[src/eofm_consts.vh]
// Constants for the external oscillator fail monitor register block.
// Assumes a 32-bit Wishbone classic slave with word-aligned byte addresses.
`ifndef EOFM_CONSTS_VH
`define EOFM_CONSTS_VH

// Register byte offsets
`define EOFM_CTRL_OFS         8'h00
`define EOFM_MAINCNT_OFS      8'h04
// Field positions of the control/status register
`define EOFM_BIT_MCLK_PRESENT 4
`define EOFM_BIT_MON_EN       3
`define EOFM_BIT_IRQ_EN       2
`define EOFM_BIT_FAIL_FLAG    1
`define EOFM_BIT_OSC_RUN      0
// Reset values
`define EOFM_MON_EN_RST       1'b0
`define EOFM_IRQ_EN_RST       1'b0
// Loss-of-oscillation timeout in core clock cycles (no edge seen)
`define EOFM_LOSS_CYCLES      16'h0040
// Main clock presence timeout in core clock cycles
`define EOFM_MCLK_CYCLES      16'h0040

`endif

[src/eofm_edge_watch.v]
// Activity watchdog: reports whether a sampled clock-like input toggles.
// Assumes the watched input is already synchronous to core_clk.
module eofm_edge_watch #(
    parameter [15:0] TIMEOUT = 16'h0040
) (
    // Clock and reset
    input  wire core_clk,
    input  wire arst_n,
    // Watched input and result
    input  wire sig_in,
    output reg  alive_q
);
    reg        prev_q;   // Last sample of the input
    reg [15:0] cnt_q;    // Cycles since last edge

    // Restart count on any edge, flag dead when count runs out
    always @(posedge core_clk or negedge arst_n) begin
        if (!arst_n) begin
            prev_q  <= 1'b0;
            cnt_q   <= 16'h0000;
            alive_q <= 1'b0;
        end else begin
            prev_q <= sig_in;
            if (sig_in != prev_q) begin
                // Edge seen
                cnt_q   <= 16'h0000;
                alive_q <= 1'b1;
            end else if (cnt_q >= TIMEOUT) begin
                // Quiet too long
                alive_q <= 1'b0;
            end else begin
                cnt_q <= cnt_q + 16'h0001;
            end
        end
    end
endmodule // eofm_edge_watch

[src/eofm_top.v]
// External oscillator fail monitor: Wishbone control/status register.
// Assumes osc_sample and mclk_sample are synchronous samples of the clocks.
// Register image at the control offset (one 32-bit word):
//   bit 4  main clock present, live, read only
//   bit 3  supervision enable, read/write
//   bit 2  failure interrupt enable, read/write
//   bit 1  failure pending, read, write one to clear
//   bit 0  oscillator running, live, read only
//   bits 31:5 read as zero, writes to them are dropped
//
// Failure criterion: the oscillator counts as lost once its sampled
// level has not changed for LOSS_CYCLES + 1 core clocks. The event is the
// fall of the running status, so a stopped oscillator raises the flag
// once only; software clearing the flag while the oscillator is still
// dead does not bring it back.
//
// Hazards kept in mind:
//   - A loss event and a write-one-clear in the same cycle: the set wins,
//     so no failure can be lost between a read and the acknowledging write.
//   - Turning supervision on while the oscillator is already dead does not
//     flag anything; only a fresh loss does.
//   - The interrupt request is a level that follows the flag and enable,
//     registered so that it leaves the block straight from a flip-flop.
//
// Bus behaviour: every access is acknowledged one cycle after it is
// taken, whether mapped or not, and ack drops for a cycle after each
// answer even when the master keeps its strobe up.
//
// Implementation choices: the Wishbone register port and the register offsets.
`include "eofm_consts.vh"
module eofm_top #(
    parameter [15:0] LOSS_CYCLES = `EOFM_LOSS_CYCLES,
    parameter [15:0] MCLK_CYCLES = `EOFM_MCLK_CYCLES
) (
    // Clock and reset
    input  wire        core_clk,
    input  wire        arst_n,
    // Wishbone classic slave
    input  wire        wb_cyc_i,
    input  wire        wb_stb_i,
    input  wire        wb_we_i,
    input  wire [7:0]  wb_adr_i,
    input  wire [3:0]  wb_sel_i,
    input  wire [31:0] wb_dat_i,
    output reg  [31:0] wb_dat_o,
    output reg         wb_ack_o,
    // Supervised clocks, sampled
    input  wire        osc_sample,
    input  wire        mclk_sample,
    // Interrupt request
    output reg         osc_fail_irq
);
    reg  osc_monitor_enable_q;   // Supervision on
    reg  osc_fail_irq_enable_q;  // Interrupt on
    reg  osc_fail_event_flag_q;  // Pending failure
    reg  osc_run_prev_q;         // Last running state
    wire osc_running_status;     // Live oscillator state
    wire main_clock_present_status; // Live main clock state
    wire osc_lost;               // Falling running status
    wire wr_req;                 // Write taken this cycle
    wire ctrl_hit;               // Address is control register
    wire [31:0] rd_word;         // Read mux result
    reg  fail_flag_d;            // Next flag value
    wire ctrl_wr_hit;            // Lane 0 write to control register
    wire rd_req;                 // Read taken this cycle

    // Decode a write that reaches the low byte of the control register
    function ctrl_lane0_write;
        input       req;         // Write request taken
        input [7:0] adr;         // Byte address
        input       sel0;        // Lane 0 select
        begin
            // Only the low byte carries bits; other lanes are ignored
            ctrl_lane0_write = req && (adr == `EOFM_CTRL_OFS) && sel0;
        end
    endfunction

    // Pack live and stored bits into the register image
    function [31:0] pack_ctrl_word;
        input mclk_present;      // Main clock seen
        input mon_en;            // Supervision on
        input irq_en;            // Interrupt on
        input fail_flag;         // Pending failure
        input osc_run;           // Oscillator seen
        begin
            // Unused upper bits stay zero
            pack_ctrl_word = 32'h00000000;
            pack_ctrl_word[`EOFM_BIT_MCLK_PRESENT] = mclk_present;
            pack_ctrl_word[`EOFM_BIT_MON_EN]       = mon_en;
            pack_ctrl_word[`EOFM_BIT_IRQ_EN]       = irq_en;
            pack_ctrl_word[`EOFM_BIT_FAIL_FLAG]    = fail_flag;
            pack_ctrl_word[`EOFM_BIT_OSC_RUN]      = osc_run;
        end
    endfunction

    // Oscillator activity watch
    eofm_edge_watch #(.TIMEOUT(LOSS_CYCLES)) u_osc_watch (
        .core_clk (core_clk),
        .arst_n   (arst_n),
        .sig_in   (osc_sample),
        .alive_q  (osc_running_status)
    );

    // Main clock activity watch
    eofm_edge_watch #(.TIMEOUT(MCLK_CYCLES)) u_mclk_watch (
        .core_clk (core_clk),
        .arst_n   (arst_n),
        .sig_in   (mclk_sample),
        .alive_q  (main_clock_present_status)
    );

    assign osc_lost = osc_run_prev_q & ~osc_running_status;
    // Single-cycle answer; no ack while previous ack high
    assign wr_req   = wb_cyc_i & wb_stb_i & wb_we_i & ~wb_ack_o;
    // Read taken this cycle, same single-cycle rule as writes
    assign rd_req   = wb_cyc_i & wb_stb_i & ~wb_we_i & ~wb_ack_o;
    // Address decode of the one mapped word
    assign ctrl_hit = (wb_adr_i == `EOFM_CTRL_OFS);
    // Write that actually lands in the control bits
    assign ctrl_wr_hit = ctrl_lane0_write(wr_req, wb_adr_i, wb_sel_i[0]);

    // Read word assembly; unmapped reads zero
    // Live status bits and stored control bits
    assign rd_word = ctrl_hit ? pack_ctrl_word(main_clock_present_status,
                                               osc_monitor_enable_q,
                                               osc_fail_irq_enable_q,
                                               osc_fail_event_flag_q,
                                               osc_running_status)
                              : 32'h00000000;

    // Next fail flag: set beats clear
    always @* begin
        fail_flag_d = osc_fail_event_flag_q;
        if (ctrl_wr_hit && wb_dat_i[`EOFM_BIT_FAIL_FLAG])
            fail_flag_d = 1'b0;
        if (osc_monitor_enable_q && osc_lost)
            fail_flag_d = 1'b1;
    end

    // Control bits, flag and bus answer
    always @(posedge core_clk or negedge arst_n) begin
        if (!arst_n) begin
            osc_monitor_enable_q  <= `EOFM_MON_EN_RST;
            osc_fail_irq_enable_q <= `EOFM_IRQ_EN_RST;
            osc_fail_event_flag_q <= 1'b0;
            osc_run_prev_q        <= 1'b0;
            osc_fail_irq          <= 1'b0;
            wb_ack_o              <= 1'b0;
            wb_dat_o              <= 32'h00000000;
        end else begin
            osc_run_prev_q <= osc_running_status;
            osc_fail_event_flag_q <= fail_flag_d;
            // Ack every access, mapped or not
            wb_ack_o <= wb_cyc_i & wb_stb_i & ~wb_ack_o;
            // Read data stands only in the ack cycle, zero otherwise
            wb_dat_o <= rd_req ? rd_word : 32'h00000000;
            // Enables follow the written low byte
            if (ctrl_wr_hit) begin
                osc_monitor_enable_q  <= wb_dat_i[`EOFM_BIT_MON_EN];
                osc_fail_irq_enable_q <= wb_dat_i[`EOFM_BIT_IRQ_EN];
            end
            osc_fail_irq <= fail_flag_d & osc_fail_irq_enable_q;
        end
    end
endmodule // eofm_top

[config.mk]
export PLATFORM = sky130hd
export DESIGN_NAME = eofm_top
export DESIGN_NICKNAME = d
export VERILOG_FILES = /design/src/eofm_edge_watch.v /design/src/eofm_top.v
export VERILOG_INCLUDE_DIRS = /design/src /design/src/src
export SDC_FILE = /design/constraint.sdc
export NUM_CORES = 1
export LEC_CHECK = 0
export BUFFER_PORTS_ARGS = -buffer_cell sky130_fd_sc_hd__buf_2
export CAP_MARGIN = 40
export CORE_MARGIN = 4
export CORE_UTILIZATION = 48
export DETAILED_ROUTE_END_ITERATION = 8
export GPL_ROUTABILITY_DRIVEN = 0
export PLACE_DENSITY = 0.77
export SYNTH_ARGS = -nofsm -noshare
export SYNTH_HDL_FRONTEND = slang
export SYNTH_SLANG_ARGS = --single-unit
[constraint.sdc]
create_clock -name core_clk -period 2.1 [get_ports core_clk]
set_input_delay 0.42 -clock core_clk [delete_from_list [all_inputs] [get_ports core_clk]]
set_output_delay 0.42 -clock core_clk [all_outputs]
set_load 0.03 [all_outputs]
-- Word level (Yosys, flattened, before mapping)
Cells that the tools add are included.
- register bits after elaboration: 47
- bits of input ports: 51
- output and inout port bits: 34
- word-level logic and storage cells: 51
- add/subtract/negate cells: 2
- $lt $le $gt $ge: 2
- equality and inequality tests: 4
- muxes and demuxes: 12
- bitwise gates (word level): 11
- reductions and logical operators: 7
- operators by type and width (kind ; number):
    two-way mux 16 bit ; 4
    adder 16 x 1 -> 16 bit, second input constant ; 2
    >= comparator 16 x 7 -> 1 bit, second input constant ; 2
    two-way mux 5 bit ; 2
    AND 1 bit ; 8
    logical NOT 8 bit ; 1
    two-way mux 1 bit ; 6
    logical AND 1 bit ; 4
    inequality test 2 x 1 -> 1 bit, second input constant ; 2
    nonzero test 2 bit ; 2
    NOT 1 bit ; 3
    inequality test 1 bit ; 2

-- Longest topological paths before layout
- word-level depth: 9
- depth in mapped cells: 4
- mapped depth without buffers: 4

-- Modules after synthesis
Synthesis repeated with hierarchy kept, for this count alone.
- cells, all modules: 196
- area, all modules: 2331.0 µm²
- modules (own cells, without submodules) (module ; instances ; cells an instance ; area an instance (µm²) ; seq. area each (µm²)):
    eofm_edge_watch ; 2 ; 68 ; 848.3 ; 450.4
    eofm_top ; 1 ; 60 ; 634.4 ; 275.3

-- Worst setup path before layout
No wires, ideal clock.
- kind: input -> register
- start: in wb_adr_i[5]
- end: reg osc_fail_irq_enable_q
- library setup time: 125 ps
- arrival time: 1696 ps
- data required time: 1975 ps
- setup slack: 279 ps
- stages: 3
- buffers on the path: 0
- cells stage by stage: or4_1 -> nor4_4 -> mux2_2
- longest elaborated chain between the ends: 3
- RTL lines (what ; line ; RTL):
    start: declaration ; eofm_top.v:42 ; input wire [7:0] wb_adr_i,
    logical NOT 8 bit (no source line) ; n/a ;
    logical AND 1 bit (2 in series) ; eofm_top.v:74 ; ctrl_lane0_write = req && (adr == `EOFM_CTRL_OFS) && sel0;
    end signal: assignment ; eofm_top.v:144 ; osc_fail_irq_enable_q <= `EOFM_IRQ_EN_RST;
    end signal: assignment ; eofm_top.v:160 ; osc_fail_irq_enable_q <= wb_dat_i[`EOFM_BIT_IRQ_EN];
    end: declaration ; eofm_top.v:54 ; reg osc_fail_irq_enable_q;
No other way between the ends.
A chain may end at the register's enable or synchronous reset.

-- Final worst setup path
- start: reg u_mclk_watch.cnt_q[14]
- end: reg u_mclk_watch.cnt_q[1]
- longest elaborated chain between the ends: 2
- RTL lines (what ; line ; RTL):
    start: declaration ; eofm_edge_watch.v:14 ; reg [15:0] cnt_q;
    start signal: assignment ; eofm_edge_watch.v:32 ; cnt_q <= cnt_q + 16'h0001;
    >= comparator 16 x 7 -> 1 bit ; eofm_edge_watch.v:28 ; end else if (cnt_q >= TIMEOUT) begin
    inequality test 2 x 1 -> 1 bit (no source line) ; n/a ;
No other way between the ends.

==> run_results.csv <==
group,metric,value,unit
timing,rsz0062_at_grt,"false",
synth,syn_area,2220,µm²
worst_setup_path,reg2reg_depth,3,
timing,finalSetupTns,0,ns
floorplanning,initial_utilization,0.502,
pwr,p_leak,0.00126,µW
drt,dr.max_layer_used,"met4",
global_route,grt.total_usage,0.124,
clocking,clk_path_buf_depth,2,
clocking,cts_buffers,5,
placed_design,io_buffers,25,
synth,avgSynthCellArea,11.3,µm²
timing,tightest_slew,0.562,ns
worst_setup_path,crit_start,"u_mclk_watch.cnt_q[14]",
timing,clock_skew,0.00701,ns
synth,ys_ff_latch,47,
drt,drtIter0Drc,76,
floorplanning,core,4410,µm²
drt,wirelength,3220,µm
timing,fin_crit_sh,0.840,
timing,setup_ws,0.335,ns
timing,finalHoldViolCount,0,
pwr,vdd_drop_max,0.436,mV
drt,ant_nets,0,
drt,vias,1345,
layout,register_area,1180,µm²
global_route,grt_max_degree,48,
layout,drive_above_1_share,0.215,
clocking,htree_levels,2,
timing,layout_min_cycle_time,1.76,ns
clocking,clockRootBuffer,"clkbuf_8",
global_route,antenna_found_initial,0,
timing,slew_headroom,0.626,
timing,finalMaxSlewViolations,0,
layout,fillers,383,
worst_setup_path,crit_arrival,1.98,ns
synth,postSynthCellCount,196,
drt,drtPass1Iterations,4,
worst_setup_path,r2r-start,"u_mclk_watch.cnt_q[14]",
floorplanning,num_rows,24,
drt,wl_per_cell,11.5,µm
worst_setup_path,cpMaxStageDelayCell,"or4_1",
placed_design,pre_cts_ws,0.123,ns
worst_setup_path,timing.rr.end,"u_mclk_watch.cnt_q[1]",
worst_setup_path,cp_cell_sequence,"or4_1 > nor3_1 > mux2i_1",
drt,dr_wl_met2,1630,µm
worst_setup_path,cp.required,2.32,ns
worst_setup_path,r2r_slack,0.34,ns
pwr,p_per_area,692,nW/µm²
floorplanning,die_h,75.9,µm
global_route,grt_pass1_vias,1306,
synth,synth_enable_flop_cells,0,
hold_path,hp-class,"in -> async",
layout,num-nets-final,282,
clocking,cts_resized,0,
timing,whs,0.200,ns
clocking,cts_sinks,47,
synth,ys_warn_count,0,
placed_design,hpwl,2400,µm
synth,synth_ff_type,"dfrtp_1",
floorplanning,ios,85,
synth,seq_area_frac_synth,0.531,
run_status,status,"finished, final reports clean",
layout,multi_input_area,893,µm²
worst_setup_path,critical-path-max-stage-delay,0.61,ns
clocking,holdBufCountCts,0,
global_route,grt_pass1_wl,5920,µm
synth,async_reset_ff_frac,1.00,
worst_setup_path,end_kind,"flop",
drt,drc,0,
global_route,overflow,0,
floorplanning,dieArea,5770,µm²
clocking,insertion_delay,0.29,ns
drt,viasPerCell,4.80,
timing,setup_viol,0,
worst_setup_path,worstSetupStartpointType,"flop",
drt,met3_length,140,µm
floorplanning,die_w,75.9,µm
drt,drt-met1-wl,1400,µm
run,cap_viol_max_count,0,
worst_setup_path,path_class,"reg -> reg",
clocking,cts.clk_slew.worst_paths,0.08,ns
worst_setup_path,worstPathMaxFanout,5,
pwr,finalPower,1660,µW
clocking,postCtsSetupRepairBufs,0,
timing,fmax,567,MHz
clocking,cts_tree,"yes",
layout,area_growth,8.19,%
layout,antennaDiodeCount,0,
synth,synth_cell_type_count,36,
-- synth_stat cells (4+ instances only) --
cell	number	area, µm²
and2_1	22	138
buf_4	27	203
clkbuf_1	4	15.0
dfrtp_1	47	1180
ha_1	4	50.1
inv_1	7	26.3
mux2i_1	12	120
nand2_1	18	67.6
nand2b_1	8	50.1
nand3_1	4	20.0
nor4_1	6	37.5
or4_1	5	37.5
-- area by class of cell --
cell class | instances | area share
multi-input cells | 137 | 0.373
clock buffers | 7 | 0.0318
clock inverters | 1 | 0.00209
flip-flops and latches | 47 | 0.491
inverters | 7 | 0.0110
well taps | 52 | 0.0271
repair buffers | 29 | 0.0647
-- layout by cell type, fill, tap and decap left out, types with 4 or more instances in the layout --
cell      Yosys  layout
buf_2         0      25
buf_4        27       4
nand2_1      18      18
ha_1          4       4
clkbuf_8      0       5
inv_1         7       7
nand3_1       4       4
nor4_1        6       6
or4_1         5       5
nand2b_1      8       8
mux2i_1      12      12
conb_1        1      27
and2_1       22      22
dfrtp_1      47      47
-- worst max-delay path: cells and delay by family, from the launching register on --
kind / cells / cell delay [ns]
muxes: 1 / 0.27
and+or+nand+nor: 2 / 1.04
DFF: 1 / 0.38
-- cells by family after synthesis --
logic type      synth area share
compound gates            0.0231
xor+xnor                 0.00791
fa+ha+maj                 0.0226
buf+inv                    0.110
flops                      0.531
mux                       0.0644
other cells              0.00169
simple gates               0.239
-- through the flow --
step	utilization	cells	instance area, µm²
floorplan	-	222	2310
global placement	0.525	272	2320
detailed placement	0.525	272	2320
CTS	0.543	280	2400
global route	0.543	280	2400
finish	0.543	280	2400
-- power breakdown --
part / switching (µW) / internal [µW] / leakage, µW / total, µW
Combinational: 143 / 56.5 / 0.000591 / 199
Sequential: 24.6 / 926 / 0.000625 / 951
Clock: 274 / 234 / 0.0000422 / 508
Total: 442 / 1220 / 0.00126 / 1660
-- metal layers --
| metal | vias up | GRT usage |
|---|---|---|
| met2 | 26 | 0.201 |
| met3 | 5 | 0.0332 |
| li1 | 671 | - |
| met5 | - | 0 |
| met1 | 643 | 0.154 |
| met4 | 0 | 0.0587 |
-- registers in the layout, summed over array words and instances (netlist names) --
signal                 cells
osc_run_prev_q             1
osc_fail_irq               1
osc_monitor_enable_q       1
u_mclk_watch.alive_q       1
wb_ack_o                   1
u_mclk_watch.prev_q        1
u_osc_watch.cnt_q         16
u_mclk_watch.cnt_q        16
wb_dat_o                   5
osc_fail_irq_enable_q      1
u_osc_watch.alive_q        1
osc_fail_event_flag_q      1
u_osc_watch.prev_q         1
-- worst max-delay path by stage --
stage	slack [ns]	endpoint
2_1_floorplan	0.28	osc_fail_irq_enable_q
5_1_grt	0.23	u_mclk_watch.cnt_q[1]
4_1_cts	0.31	u_mclk_watch.cnt_q[1]
3_5_place_dp	0.12	osc_fail_irq_enable_q
3_3_place_gp	0.12	osc_monitor_enable_q
6_report	0.34	u_mclk_watch.cnt_q[1]
No activity file was read; power rests on OpenSTA's default activity.
